--- src/design/tsq_pkg.sv ---
package tsq_pkg;
  // ----------------------------------------
  // register map (byte addresses)
  // ----------------------------------------
  localparam logic [7:0] TSQ_CTRL_OFS = 8'h00;
  localparam logic [7:0] TSQ_STAT_OFS = 8'h04;
  localparam logic [7:0] TSQ_DELAY_OFS = 8'h08;
  localparam logic [7:0] TSQ_ISTAT_OFS = 8'h0C;
  localparam logic [7:0] TSQ_IMASK_OFS = 8'h10;
  localparam logic [7:0] TSQ_WPTR_OFS = 8'h14;
  localparam logic [7:0] TSQ_WDATA_OFS = 8'h18;
  // ----------------------------------------
  // fields and reset values
  // ----------------------------------------
  localparam int TSQ_ITM_LSB = 0;
  localparam int TSQ_EN_BIT = 7;
  localparam int TSQ_DLYEN_BIT = 8;
  localparam logic [1:0] TSQ_ITM_RST = 2'h0;
  localparam logic [15:0] TSQ_DELAY_RST = 16'h0000;
  localparam int TSQ_NIRQ = 4;
  localparam int TSQ_NSRC = 16;
  localparam int TSQ_NTRIG = 32;
  localparam int TSQ_STEP_AW = 5;
  localparam int TSQ_STEP_DW = 8;
  // ----------------------------------------
  // step command codes (upper nibble) and option codes (lower nibble)
  // ----------------------------------------
  localparam logic [3:0] TSQ_CMD_NOP = 4'h0;
  localparam logic [3:0] TSQ_CMD_CTRL = 4'h1;
  localparam logic [3:0] TSQ_CMD_WHI = 4'h2;
  localparam logic [3:0] TSQ_CMD_WLO = 4'h3;
  localparam logic [3:0] TSQ_CMD_IRQ = 4'h4;
  localparam logic [2:0] TSQ_CMD_TRIG = 3'h4;
  localparam logic [3:0] TSQ_CTRL_DLY_OFF = 4'h0;
  localparam logic [3:0] TSQ_CTRL_DLY_ON = 4'h1;
  localparam logic [3:0] TSQ_IRQ_LAST = 4'h3;
  typedef enum logic [2:0] {ST_IDLE, ST_FETCH, ST_EXEC, ST_WAIT, ST_DELAY} tsq_state_t;
endpackage : tsq_pkg

--- src/design/tsq_src_if.sv ---
`timescale 1ns/1ps
interface tsq_src_if;
  logic [3:0] sel;
  logic level;
  logic rise;
  logic fall;
  modport seq (output sel, input level, input rise, input fall);
  modport det (input sel, output level, output rise, output fall);
endinterface : tsq_src_if

--- src/design/tsq_sequencer.sv ---
// The address map and the APB interface to the registers were chosen for this implementation.
`timescale 1ns/1ps
module tsq_sequencer import tsq_pkg::*; #(
  parameter int AW = TSQ_STEP_AW
) (
  input wire logic pclk,
  input wire logic presetn,
  input wire logic psel,
  input wire logic penable,
  input wire logic pwrite,
  input wire logic [7:0] paddr,
  input wire logic [31:0] pwdata,
  output logic [31:0] prdata,
  output logic pready,
  output logic pslverr,
  input wire logic [TSQ_NSRC-1:0] src_in,
  output logic [TSQ_NTRIG-1:0] trig_out,
  output logic irq
);
  // ----------------------------------------
  // helpers
  // ----------------------------------------
  function automatic logic is_mapped(input logic [7:0] a);
    return a == TSQ_CTRL_OFS || a == TSQ_STAT_OFS || a == TSQ_DELAY_OFS ||
      a == TSQ_ISTAT_OFS || a == TSQ_IMASK_OFS || a == TSQ_WPTR_OFS ||
      a == TSQ_WDATA_OFS;
  endfunction : is_mapped

  function automatic logic is_wait(input logic [3:0] c);
    return c == TSQ_CMD_WHI || c == TSQ_CMD_WLO;
  endfunction : is_wait

  // ----------------------------------------
  // state
  // ----------------------------------------
  tsq_state_t state_r;
  logic [1:0] itm_r;
  logic en_r;
  logic dly_en_r;
  logic [15:0] dly_lim_r;
  logic [15:0] dly_cnt_r;
  logic [TSQ_NIRQ-1:0] istat_r;
  logic [TSQ_NIRQ-1:0] imask_r;
  logic [AW-1:0] wptr_r;
  logic [AW-1:0] ptr_r;
  logic [TSQ_STEP_DW-1:0] step_q;
  logic [TSQ_STEP_DW-1:0] step_r;
  logic [TSQ_NTRIG-1:0] trig_r;
  logic irq_r;
  logic [31:0] prdata_r;
  logic pready_r;
  logic pslverr_r;
  logic wr_acc;
  logic rd_acc;
  logic mem_we;
  logic [3:0] cmd;
  logic [3:0] opt;
  logic hit;
  logic dly_go;
  logic [TSQ_NIRQ-1:0] irq_set;
  tsq_src_if sif ();
  assign wr_acc = psel && penable && pready_r && pwrite;
  assign rd_acc = psel && penable && pready_r && !pwrite;
  assign mem_we = wr_acc && paddr == TSQ_WDATA_OFS;
  assign cmd = step_q[7:4];
  assign opt = step_q[3:0];
  assign sif.sel = step_r[3:0];

  tsq_step_mem #(.AW(AW), .DW(TSQ_STEP_DW)) u_mem (
    .clk(pclk),
    .we(mem_we),
    .waddr(wptr_r),
    .wdata(pwdata[TSQ_STEP_DW-1:0]),
    .raddr(ptr_r),
    .rdata_r(step_q)
  );

  tsq_src_detect u_det (
    .pclk(pclk),
    .presetn(presetn),
    .src_in(src_in),
    .sif(sif)
  );

  // source condition for the held wait step
  always_comb
  begin
    if (itm_r[1])
    begin
      hit = (step_r[7:4] == TSQ_CMD_WHI) ? sif.level : !sif.level;
    end
    else
    begin
      hit = (step_r[7:4] == TSQ_CMD_WHI) ? sif.rise : sif.fall;
    end
  end

  // delay only in the delaying modes and when enabled by a control step
  assign dly_go = !itm_r[0] && dly_en_r && dly_lim_r != 16'h0000;

  always_comb
  begin
    irq_set = '0;
    if (state_r == ST_EXEC && cmd == TSQ_CMD_IRQ && opt <= TSQ_IRQ_LAST)
    begin
      irq_set[opt[1:0]] = 1'b1;
    end
  end

  // ----------------------------------------
  // apb slave
  // ----------------------------------------
  always_ff @(posedge pclk or negedge presetn)
  begin
    if (!presetn)
    begin
      pready_r <= 1'b0;
      pslverr_r <= 1'b0;
      prdata_r <= 32'h0000_0000;
    end
    else
    begin
      pready_r <= psel && !penable;
      pslverr_r <= psel && !penable && !is_mapped(paddr);
      prdata_r <= 32'h0000_0000;
      if (psel && !penable && !pwrite)
      begin
        case (paddr)
          TSQ_CTRL_OFS: prdata_r <= {23'h0, dly_en_r, en_r, 5'h0, itm_r};
          TSQ_STAT_OFS: prdata_r <= 32'({ptr_r, 3'(state_r)});
          TSQ_DELAY_OFS: prdata_r <= {16'h0, dly_lim_r};
          TSQ_ISTAT_OFS: prdata_r <= {28'h0, istat_r};
          TSQ_IMASK_OFS: prdata_r <= {28'h0, imask_r};
          TSQ_WPTR_OFS: prdata_r <= 32'(wptr_r);
          default: prdata_r <= 32'h0000_0000;
        endcase
      end
    end
  end

  always_ff @(posedge pclk or negedge presetn)
  begin
    if (!presetn)
    begin
      itm_r <= TSQ_ITM_RST;
      en_r <= 1'b0;
      dly_lim_r <= TSQ_DELAY_RST;
      imask_r <= '0;
    end
    else if (wr_acc)
    begin
      case (paddr)
        TSQ_CTRL_OFS:
        begin
          itm_r <= pwdata[TSQ_ITM_LSB +: 2];
          en_r <= pwdata[TSQ_EN_BIT];
        end
        TSQ_DELAY_OFS: dly_lim_r <= pwdata[15:0];
        TSQ_IMASK_OFS: imask_r <= pwdata[TSQ_NIRQ-1:0];
        default: en_r <= en_r;
      endcase
    end
  end

  // step write pointer, auto-increments on each data write
  always_ff @(posedge pclk or negedge presetn)
  begin
    if (!presetn)
    begin
      wptr_r <= '0;
    end
    else if (wr_acc && paddr == TSQ_WPTR_OFS)
    begin
      wptr_r <= pwdata[AW-1:0];
    end
    else if (mem_we)
    begin
      wptr_r <= wptr_r + 1'b1;
    end
  end

  // ----------------------------------------
  // interrupts: sticky, cleared by read, set wins
  // ----------------------------------------
  always_ff @(posedge pclk or negedge presetn)
  begin
    if (!presetn)
    begin
      istat_r <= '0;
      irq_r <= 1'b0;
    end
    else
    begin
      if (rd_acc && paddr == TSQ_ISTAT_OFS)
      begin
        istat_r <= (istat_r & ~prdata_r[TSQ_NIRQ-1:0]) | irq_set;
      end
      else
      begin
        istat_r <= istat_r | irq_set;
      end
      irq_r <= |(istat_r & imask_r);
    end
  end

  // ----------------------------------------
  // step engine
  // ----------------------------------------
  always_ff @(posedge pclk or negedge presetn)
  begin
    if (!presetn)
    begin
      state_r <= ST_IDLE;
      ptr_r <= '0;
      step_r <= '0;
      dly_en_r <= 1'b0;
      dly_cnt_r <= 16'h0000;
    end
    else if (!en_r)
    begin
      state_r <= ST_IDLE;
      ptr_r <= '0;
    end
    else
    begin
      case (state_r)
        ST_IDLE: state_r <= ST_FETCH;
        ST_FETCH: state_r <= ST_EXEC;
        ST_EXEC:
        begin
          step_r <= step_q;
          ptr_r <= ptr_r + 1'b1;
          dly_cnt_r <= 16'h0000;
          state_r <= is_wait(cmd) ? ST_WAIT : ST_FETCH;
          if (cmd == TSQ_CMD_CTRL && (opt == TSQ_CTRL_DLY_ON || opt == TSQ_CTRL_DLY_OFF))
          begin
            dly_en_r <= (opt == TSQ_CTRL_DLY_ON);
          end
        end
        ST_WAIT:
        begin
          if (hit)
          begin
            state_r <= dly_go ? ST_DELAY : ST_FETCH;
          end
        end
        ST_DELAY:
        begin
          dly_cnt_r <= dly_cnt_r + 16'h0001;
          if (dly_cnt_r == dly_lim_r - 16'h0001)
          begin
            state_r <= ST_FETCH;
          end
        end
        default: state_r <= ST_IDLE;
      endcase
    end
  end

  // one-cycle trigger pulse
  always_ff @(posedge pclk or negedge presetn)
  begin
    if (!presetn)
    begin
      trig_r <= '0;
    end
    else if (en_r && state_r == ST_EXEC && cmd[3:1] == TSQ_CMD_TRIG)
    begin
      trig_r <= TSQ_NTRIG'(1) << {cmd[0], opt};
    end
    else
    begin
      trig_r <= '0;
    end
  end

  assign prdata = prdata_r;
  assign pready = pready_r;
  assign pslverr = pslverr_r;
  assign trig_out = trig_r;
  assign irq = irq_r;

  // ----------------------------------------
  // checks
  // ----------------------------------------
  a_trig_onehot: assert property (@(posedge pclk) disable iff (!presetn)
    (en_r && state_r == ST_EXEC && cmd[3:1] == TSQ_CMD_TRIG) |=>
    $onehot(trig_out) && trig_out[$past({cmd[0], opt})])
    else $error("trigger output not the selected one");
  a_trig_quiet: assert property (@(posedge pclk) disable iff (!presetn)
    (state_r == ST_EXEC && cmd[3:1] != TSQ_CMD_TRIG) |=> trig_out == '0)
    else $error("trigger pulse from a non-trigger step");
  a_irq_step: assert property (@(posedge pclk) disable iff (!presetn)
    (en_r && state_r == ST_EXEC && cmd == TSQ_CMD_IRQ && opt <= TSQ_IRQ_LAST) |=>
    istat_r[$past(opt[1:0])] ##1 (irq == (($past(istat_r) & $past(imask_r)) != '0)))
    else $error("interrupt step did not raise its interrupt");
  a_irq_reserved: assert property (@(posedge pclk) disable iff (!presetn)
    (state_r == ST_EXEC && cmd == TSQ_CMD_IRQ && opt > TSQ_IRQ_LAST &&
    !(rd_acc && paddr == TSQ_ISTAT_OFS)) |=> istat_r == $past(istat_r))
    else $error("reserved interrupt option changed status");
  a_nonwait_pass: assert property (@(posedge pclk) disable iff (!presetn)
    (en_r && state_r == ST_EXEC && !is_wait(cmd)) |=> state_r == ST_FETCH)
    else $error("non-wait step held the sequencer");
  a_wait_hold: assert property (@(posedge pclk) disable iff (!presetn)
    (en_r && state_r == ST_WAIT && !hit) |=> state_r == ST_WAIT)
    else $error("wait step left without its condition");
  a_level_high: assert property (@(posedge pclk) disable iff (!presetn)
    (en_r && state_r == ST_WAIT && itm_r[1] && step_r[7:4] == TSQ_CMD_WHI &&
    src_in[step_r[3:0]]) |=> state_r inside {ST_FETCH, ST_DELAY})
    else $error("level wait missed its selected source");
  a_edge_low: assert property (@(posedge pclk) disable iff (!presetn)
    (en_r && state_r == ST_WAIT && !itm_r[1] && step_r[7:4] == TSQ_CMD_WLO &&
    !src_in[step_r[3:0]] && ($past(src_in) & (TSQ_NSRC'(1) << step_r[3:0])) != '0) |=>
    state_r inside {ST_FETCH, ST_DELAY})
    else $error("edge wait missed its selected source");
  a_skip_delay: assert property (@(posedge pclk) disable iff (!presetn)
    (en_r && state_r == ST_WAIT && hit && itm_r[0]) |=> state_r == ST_FETCH)
    else $error("delay taken in a no-delay mode");
  a_take_delay: assert property (@(posedge pclk) disable iff (!presetn)
    (en_r && state_r == ST_WAIT && hit && !itm_r[0] && dly_en_r &&
    dly_lim_r == 16'h0014) |=> (state_r == ST_DELAY) [*8] ##13 state_r == ST_FETCH)
    else $error("step delay not applied for its length");

  c_trig: cover property (@(posedge pclk) disable iff (!presetn) trig_out != '0);
  c_irq: cover property (@(posedge pclk) disable iff (!presetn) $rose(irq));
  c_delay: cover property (@(posedge pclk) disable iff (!presetn)
    state_r == ST_WAIT ##1 state_r == ST_DELAY);
  c_edge_wait: cover property (@(posedge pclk) disable iff (!presetn)
    state_r == ST_WAIT && !itm_r[1] && hit);
endmodule : tsq_sequencer

--- src/design/tsq_step_mem.sv ---
`timescale 1ns/1ps
module tsq_step_mem #(
  parameter int AW = 5,
  parameter int DW = 8
) (
  input wire logic clk,
  input wire logic we,
  input wire logic [AW-1:0] waddr,
  input wire logic [DW-1:0] wdata,
  input wire logic [AW-1:0] raddr,
  output logic [DW-1:0] rdata_r
);
  logic [DW-1:0] mem [2**AW];

  always_ff @(posedge clk)
  begin
    if (we)
    begin
      mem[waddr] <= wdata;
    end
  end

  always_ff @(posedge clk)
  begin
    rdata_r <= mem[raddr];
  end
endmodule : tsq_step_mem

--- src/design/tsq_src_detect.sv ---
`timescale 1ns/1ps
module tsq_src_detect import tsq_pkg::*; (
  input wire logic pclk,
  input wire logic presetn,
  input wire logic [TSQ_NSRC-1:0] src_in,
  tsq_src_if.det sif
);
  logic [TSQ_NSRC-1:0] prev_r;

  // all sources sampled so a new selection sees no false edge
  always_ff @(posedge pclk or negedge presetn)
  begin
    if (!presetn)
    begin
      prev_r <= '0;
    end
    else
    begin
      prev_r <= src_in;
    end
  end

  assign sif.level = src_in[sif.sel];
  assign sif.rise = src_in[sif.sel] & ~prev_r[sif.sel];
  assign sif.fall = ~src_in[sif.sel] & prev_r[sif.sel];
endmodule : tsq_src_detect

--- config.mk ---
export PLATFORM = sky130hd
export DESIGN_NAME = tsq_sequencer
export DESIGN_NICKNAME = d
export VERILOG_FILES = /design/src/design/tsq_pkg.sv /design/src/design/tsq_src_if.sv /design/src/design/tsq_sequencer.sv /design/src/design/tsq_step_mem.sv /design/src/design/tsq_src_detect.sv
export SDC_FILE = /design/constraint.sdc
export NUM_CORES = 1
export LEC_CHECK = 0
export ABC_AREA = 1
export BUFFER_PORTS_ARGS = -buffer_cell sky130_fd_sc_hd__buf_2
export CAP_MARGIN = 10
export CORE_MARGIN = 2
export CORE_UTILIZATION = 35
export CTS_CLUSTER_DIAMETER = 150
export DETAILED_ROUTE_END_ITERATION = 6
export GPL_TIMING_DRIVEN = 0
export SETUP_SLACK_MARGIN = 0.05
export SLEW_MARGIN = 20
export SYNTH_ARGS = -nofsm -noshare
export SYNTH_HDL_FRONTEND = slang
export SYNTH_SLANG_ARGS = --single-unit
--- constraint.sdc ---
create_clock -name pclk -period 3.05 [get_ports pclk]
set_input_delay 0.61 -clock pclk [delete_from_list [all_inputs] [get_ports pclk]]
set_output_delay 0.61 -clock pclk [all_outputs]
set_load 0.1 [all_outputs]
==> impl_metrics.env <==
export IMPL_synth_xor_area_frac=0.00733
export IMPL_areaGrowthSynthToFinish_pct=16.5
export IMPL_tightest_slew_ns=1.07
export IMPL_clk_pin_slew_worst_paths_ns=0.06
export IMPL_post_cts_buffers=0
export IMPL_worstPathCellList="nand3_1, nor2_1, inv_1, nor2_1, nand2_1, nor2_1"
export IMPL_async_reset_ff_frac=0.333
export IMPL_synth_top_area_share=0.460
export IMPL_gp_congestion=0.911
export IMPL_synth_mux_area_frac=0.00135
export IMPL_cts_sinks=396
export IMPL_vias=12400
export IMPL_slowest_stage="nor2_1"
export IMPL_layout_nets=1805
export IMPL_p_leak_nw=7.62
export IMPL_crit_family="simple AND/OR/NAND/NOR gates"
export IMPL_detail_route_antenna_nets=0
export IMPL_dr_pass1_iters=5
export IMPL_finalSetupViolCount=0
export IMPL_slew_violations=0
export IMPL_crit_type="reg2reg"
export IMPL_relSlewSlack=0.285
export IMPL_wl_per_cell_um=19.8
export IMPL_grt_start_max_net_pins=101
export IMPL_outcome="completed"
export IMPL_yosysSeqAreaShare=0.667
export IMPL_crit_buf_inv=1
export IMPL_layout_drive_gt1_share=0.121
export IMPL_row_count=80
export IMPL_synth_area_top_cells="edfxtp_1 (46%), dfrtp_1 (20%), nor2_1 (6.1%)"
export IMPL_synth_compound_area_frac=0.110
export IMPL_drcViolationCount=0
export IMPL_antenna_found_initial=0
export IMPL_netlist_area_um2=16700
export IMPL_p_per_area_nw_per_um2=573
export IMPL_nFillCells=4595
export IMPL_synth_top_family_by_area="simple AND/OR/NAND/NOR gates"
export IMPL_fmax_mhz=329
export IMPL_ys_flop_type="edfxtp_1"
export IMPL_max_stage_delay_ns=0.95
export IMPL_dieArea_um2=49500
export IMPL_power_w=0.0112
export IMPL_min_period_over_period=0.998
export IMPL_die_width_um=223
export IMPL_endpoint_kind="register"
export IMPL_grt_pass1_wl_um=72000
export IMPL_cts_tree="done"
export IMPL_start_kind="register"
export IMPL_period_needed_ns=3.04
export IMPL_finalHoldViolations=0
export IMPL_grt_overflow=0
export IMPL_synth_edf_count=256
export IMPL_required_ns=3.23
export IMPL_cts_htree_levels=2
export IMPL_diodes=0
export IMPL_yosysTopAreaCell="edfxtp_1"
export IMPL_hp_class="in2reg"
export IMPL_routed_wl_um=47200
export IMPL_dp_slack_ns=-0.408
export IMPL_maxCapViolations=0
export IMPL_yosys_area_share_simple=0.157
export IMPL_synth_adder_area_share=0.00599
export IMPL_syn_inst=1578
export IMPL_first_iter_violations=1391
export IMPL_core_um2=47400
export IMPL_dp_hpwl_um=31800
export IMPL_numCtsBuffers=43
export IMPL_synth_seq_cells=396
export IMPL_port_buffers=95
export IMPL_skew_ns=0.0121
export IMPL_grt_pass1_vias=12100
export IMPL_cp_max_fo=8
export IMPL_avgViaCountPerCell=5.20
export IMPL_io_pins=128
export IMPL_clock_latency_ns=0.57
export IMPL_grt_use_total=0.190
export IMPL_synth_cell_types=45
export IMPL_yosysWarnings=0
export IMPL_cp_arrival_ns=3.22
export IMPL_start_util=0.352
export IMPL_postSynthAreaPerCell_um2=10.6
export IMPL_cts_root_buffer="clkbuf_16"
export IMPL_die_h_um=223
export IMPL_grt_setup_unrepaired="true"
export IMPL_vdd_ir_drop_max_uv=367
export IMPL_layout_setup_ws_ns=0.00599
export IMPL_crit_top_cell="nor2_1"
export IMPL_finish_utilization=0.410
export IMPL_clockBufferDepth=3
[layout make-up]
type / instances / area [um2] / share of cell area
flip-flops and latches: 396 / 11200 / 0.573
clock inverters: 18 / 190 / 0.00977
repair buffers: 98 / 531 / 0.0272
multi-input cells: 987 / 4810 / 0.247
well taps: 615 / 769 / 0.0395
clock buffers: 58 / 1160 / 0.0597
plain buffers: 83 / 378 / 0.0194
inverters: 127 / 484 / 0.0249
[cells by family after synthesis]
kind of cell	count (synthesis)
adder cells (fa/ha/maj)	8
XOR/XNOR	14
flip-flops	396
other	1
AO/OA/AOI/OAI	323
buffers and inverters	210
AND/OR/NAND/NOR	624
multiplexers	2
[cell usage in the layout (no fill, tap or decap), types with 4 or more instances in the layout]
cell type	Yosys	routed
ha_1	8	8
inv_1	121	121
xnor2_1	7	7
dfxtp_1	8	8
conb_1	1	16
xor2_1	7	7
o21ai_0	179	179
clkbuf_16	0	43
o22ai_1	48	48
clkbuf_1	60	72
clkinv_2	0	6
nor4_1	4	4
o21ai_1	9	9
nand3b_1	5	5
edfxtp_1	256	256
o221ai_1	29	29
buf_2	5	99
a21oi_1	37	37
nand3_1	75	75
clkinv_1	2	8
buf_4	16	17
nor3_1	12	11
nor2_2	5	22
nor2_1	270	253
nand4_1	15	15
bufinv_16	0	4
dfrtp_1	132	132
o211ai_1	12	12
nand2_1	229	229
[what timing repair did]
action / CTS / global route
hold buffers: 1 / 0
endpoints found under the hold margin: 32 / 0
pin swaps: 0 / 0
setup endpoints to repair: 5 / 146
resized for setup: 0 / 17
[metal layers]
metal | track usage | vias up | share of wire
met5 | 0 | - | 0
met4 | 0.0773 | 0 | 0.035
met3 | 0.0295 | 109 | 0.075
met2 | 0.299 | 547 | 0.45
met1 | 0.265 | 5990 | 0.44
li1 | - | 5746 | -
[sequential cells by signal (all words and copies together) (netlist names)]
signal,flops
step_r,8
prdata,16
trig_out,32
pslverr,1
dly_en_r,1
ptr_r,5
u_mem.rdata_r,8
en_r,1
state_r,3
irq,1
itm_r,2
imask_r,4
istat_r,4
dly_lim_r,16
pready,1
wptr_r,5
dly_cnt_r,16
u_det.prev_r,16
u_mem.mem,256
[metrics by stage]
step	hold slack, ns	area, um2	TNS, ns	instances
final	0.168	19500	0	2382
after global routing	0.160	19500	-1.57	2382
after CTS	0.143	19400	0	2382
after detailed placement	0.481	18100	-56.80	2305
after global placement	0.474	18000	-105.89	2303
after floorplan	0.314	16800	0	1593
[worst register-to-register path, stage by stage, from the launching register on]
cell and delay (ns):
dfrtp_1 0.34, nand3_1 0.11, nor2_1 0.31, inv_1 0.10, nor2_1 0.39, nand2_1 0.46
nor2_1 0.95
[worst paths after layout]
path | from | endpoint | slack (ns) | cells past startpoint
setup / recovery | pready$_DFF_PN0_ | u_mem.mem[9][5]$_DFFE_PP_ | 0.006 | 6
hold / removal | src_in[3] | u_det.prev_r[3]$_DFF_PN0_ | 0.17 | 1
setup reg to reg | pready$_DFF_PN0_ | u_mem.mem[9][5]$_DFFE_PP_ | 0.006 | 6
hold reg to reg | itm_r[1]$_DFFE_PN0P_ | itm_r[1]$_DFFE_PN0P_ | 0.50 | 2
max in group asynchronous | presetn | trig_out[10]$_DFF_PN0_ | 1.77 | 3
min in group asynchronous | presetn | dly_cnt_r[11]$_DFFE_PN0P_ | 0.50 | 2
[where the power goes]
group | internal [W] | switching, W | total, W
logic | 0.0000562 | 0.000248 | 0.000305
registers | 0.00574 | 0.00000600 | 0.00575
clock network | 0.00300 | 0.00210 | 0.00510
total | 0.00880 | 0.00236 | 0.0112
[cell usage after synthesis (2+ instances only)]
library cell,count
a21oi_1,37
o211ai_1,12
buf_4,16
nand3_4,2
o21ai_0,179
xnor2_1,7
mux2_2,2
nor3_1,12
buf_2,5
nor4_1,4
edfxtp_1,256
dfxtp_1,8
dfrtp_1,132
nand3b_1,5
buf_1,2
o21ai_1,9
a211oi_1,2
nor2_1,270
o31ai_1,2
nand4_1,15
inv_2,2
inv_1,121
o22ai_1,48
nor2_4,2
nor2_2,5
nand3_1,75
ha_1,8
nand2_1,229
o221ai_1,29
xor2_1,7
clkbuf_1,60
clkinv_1,2
Power figures use the tool's default switching activity.
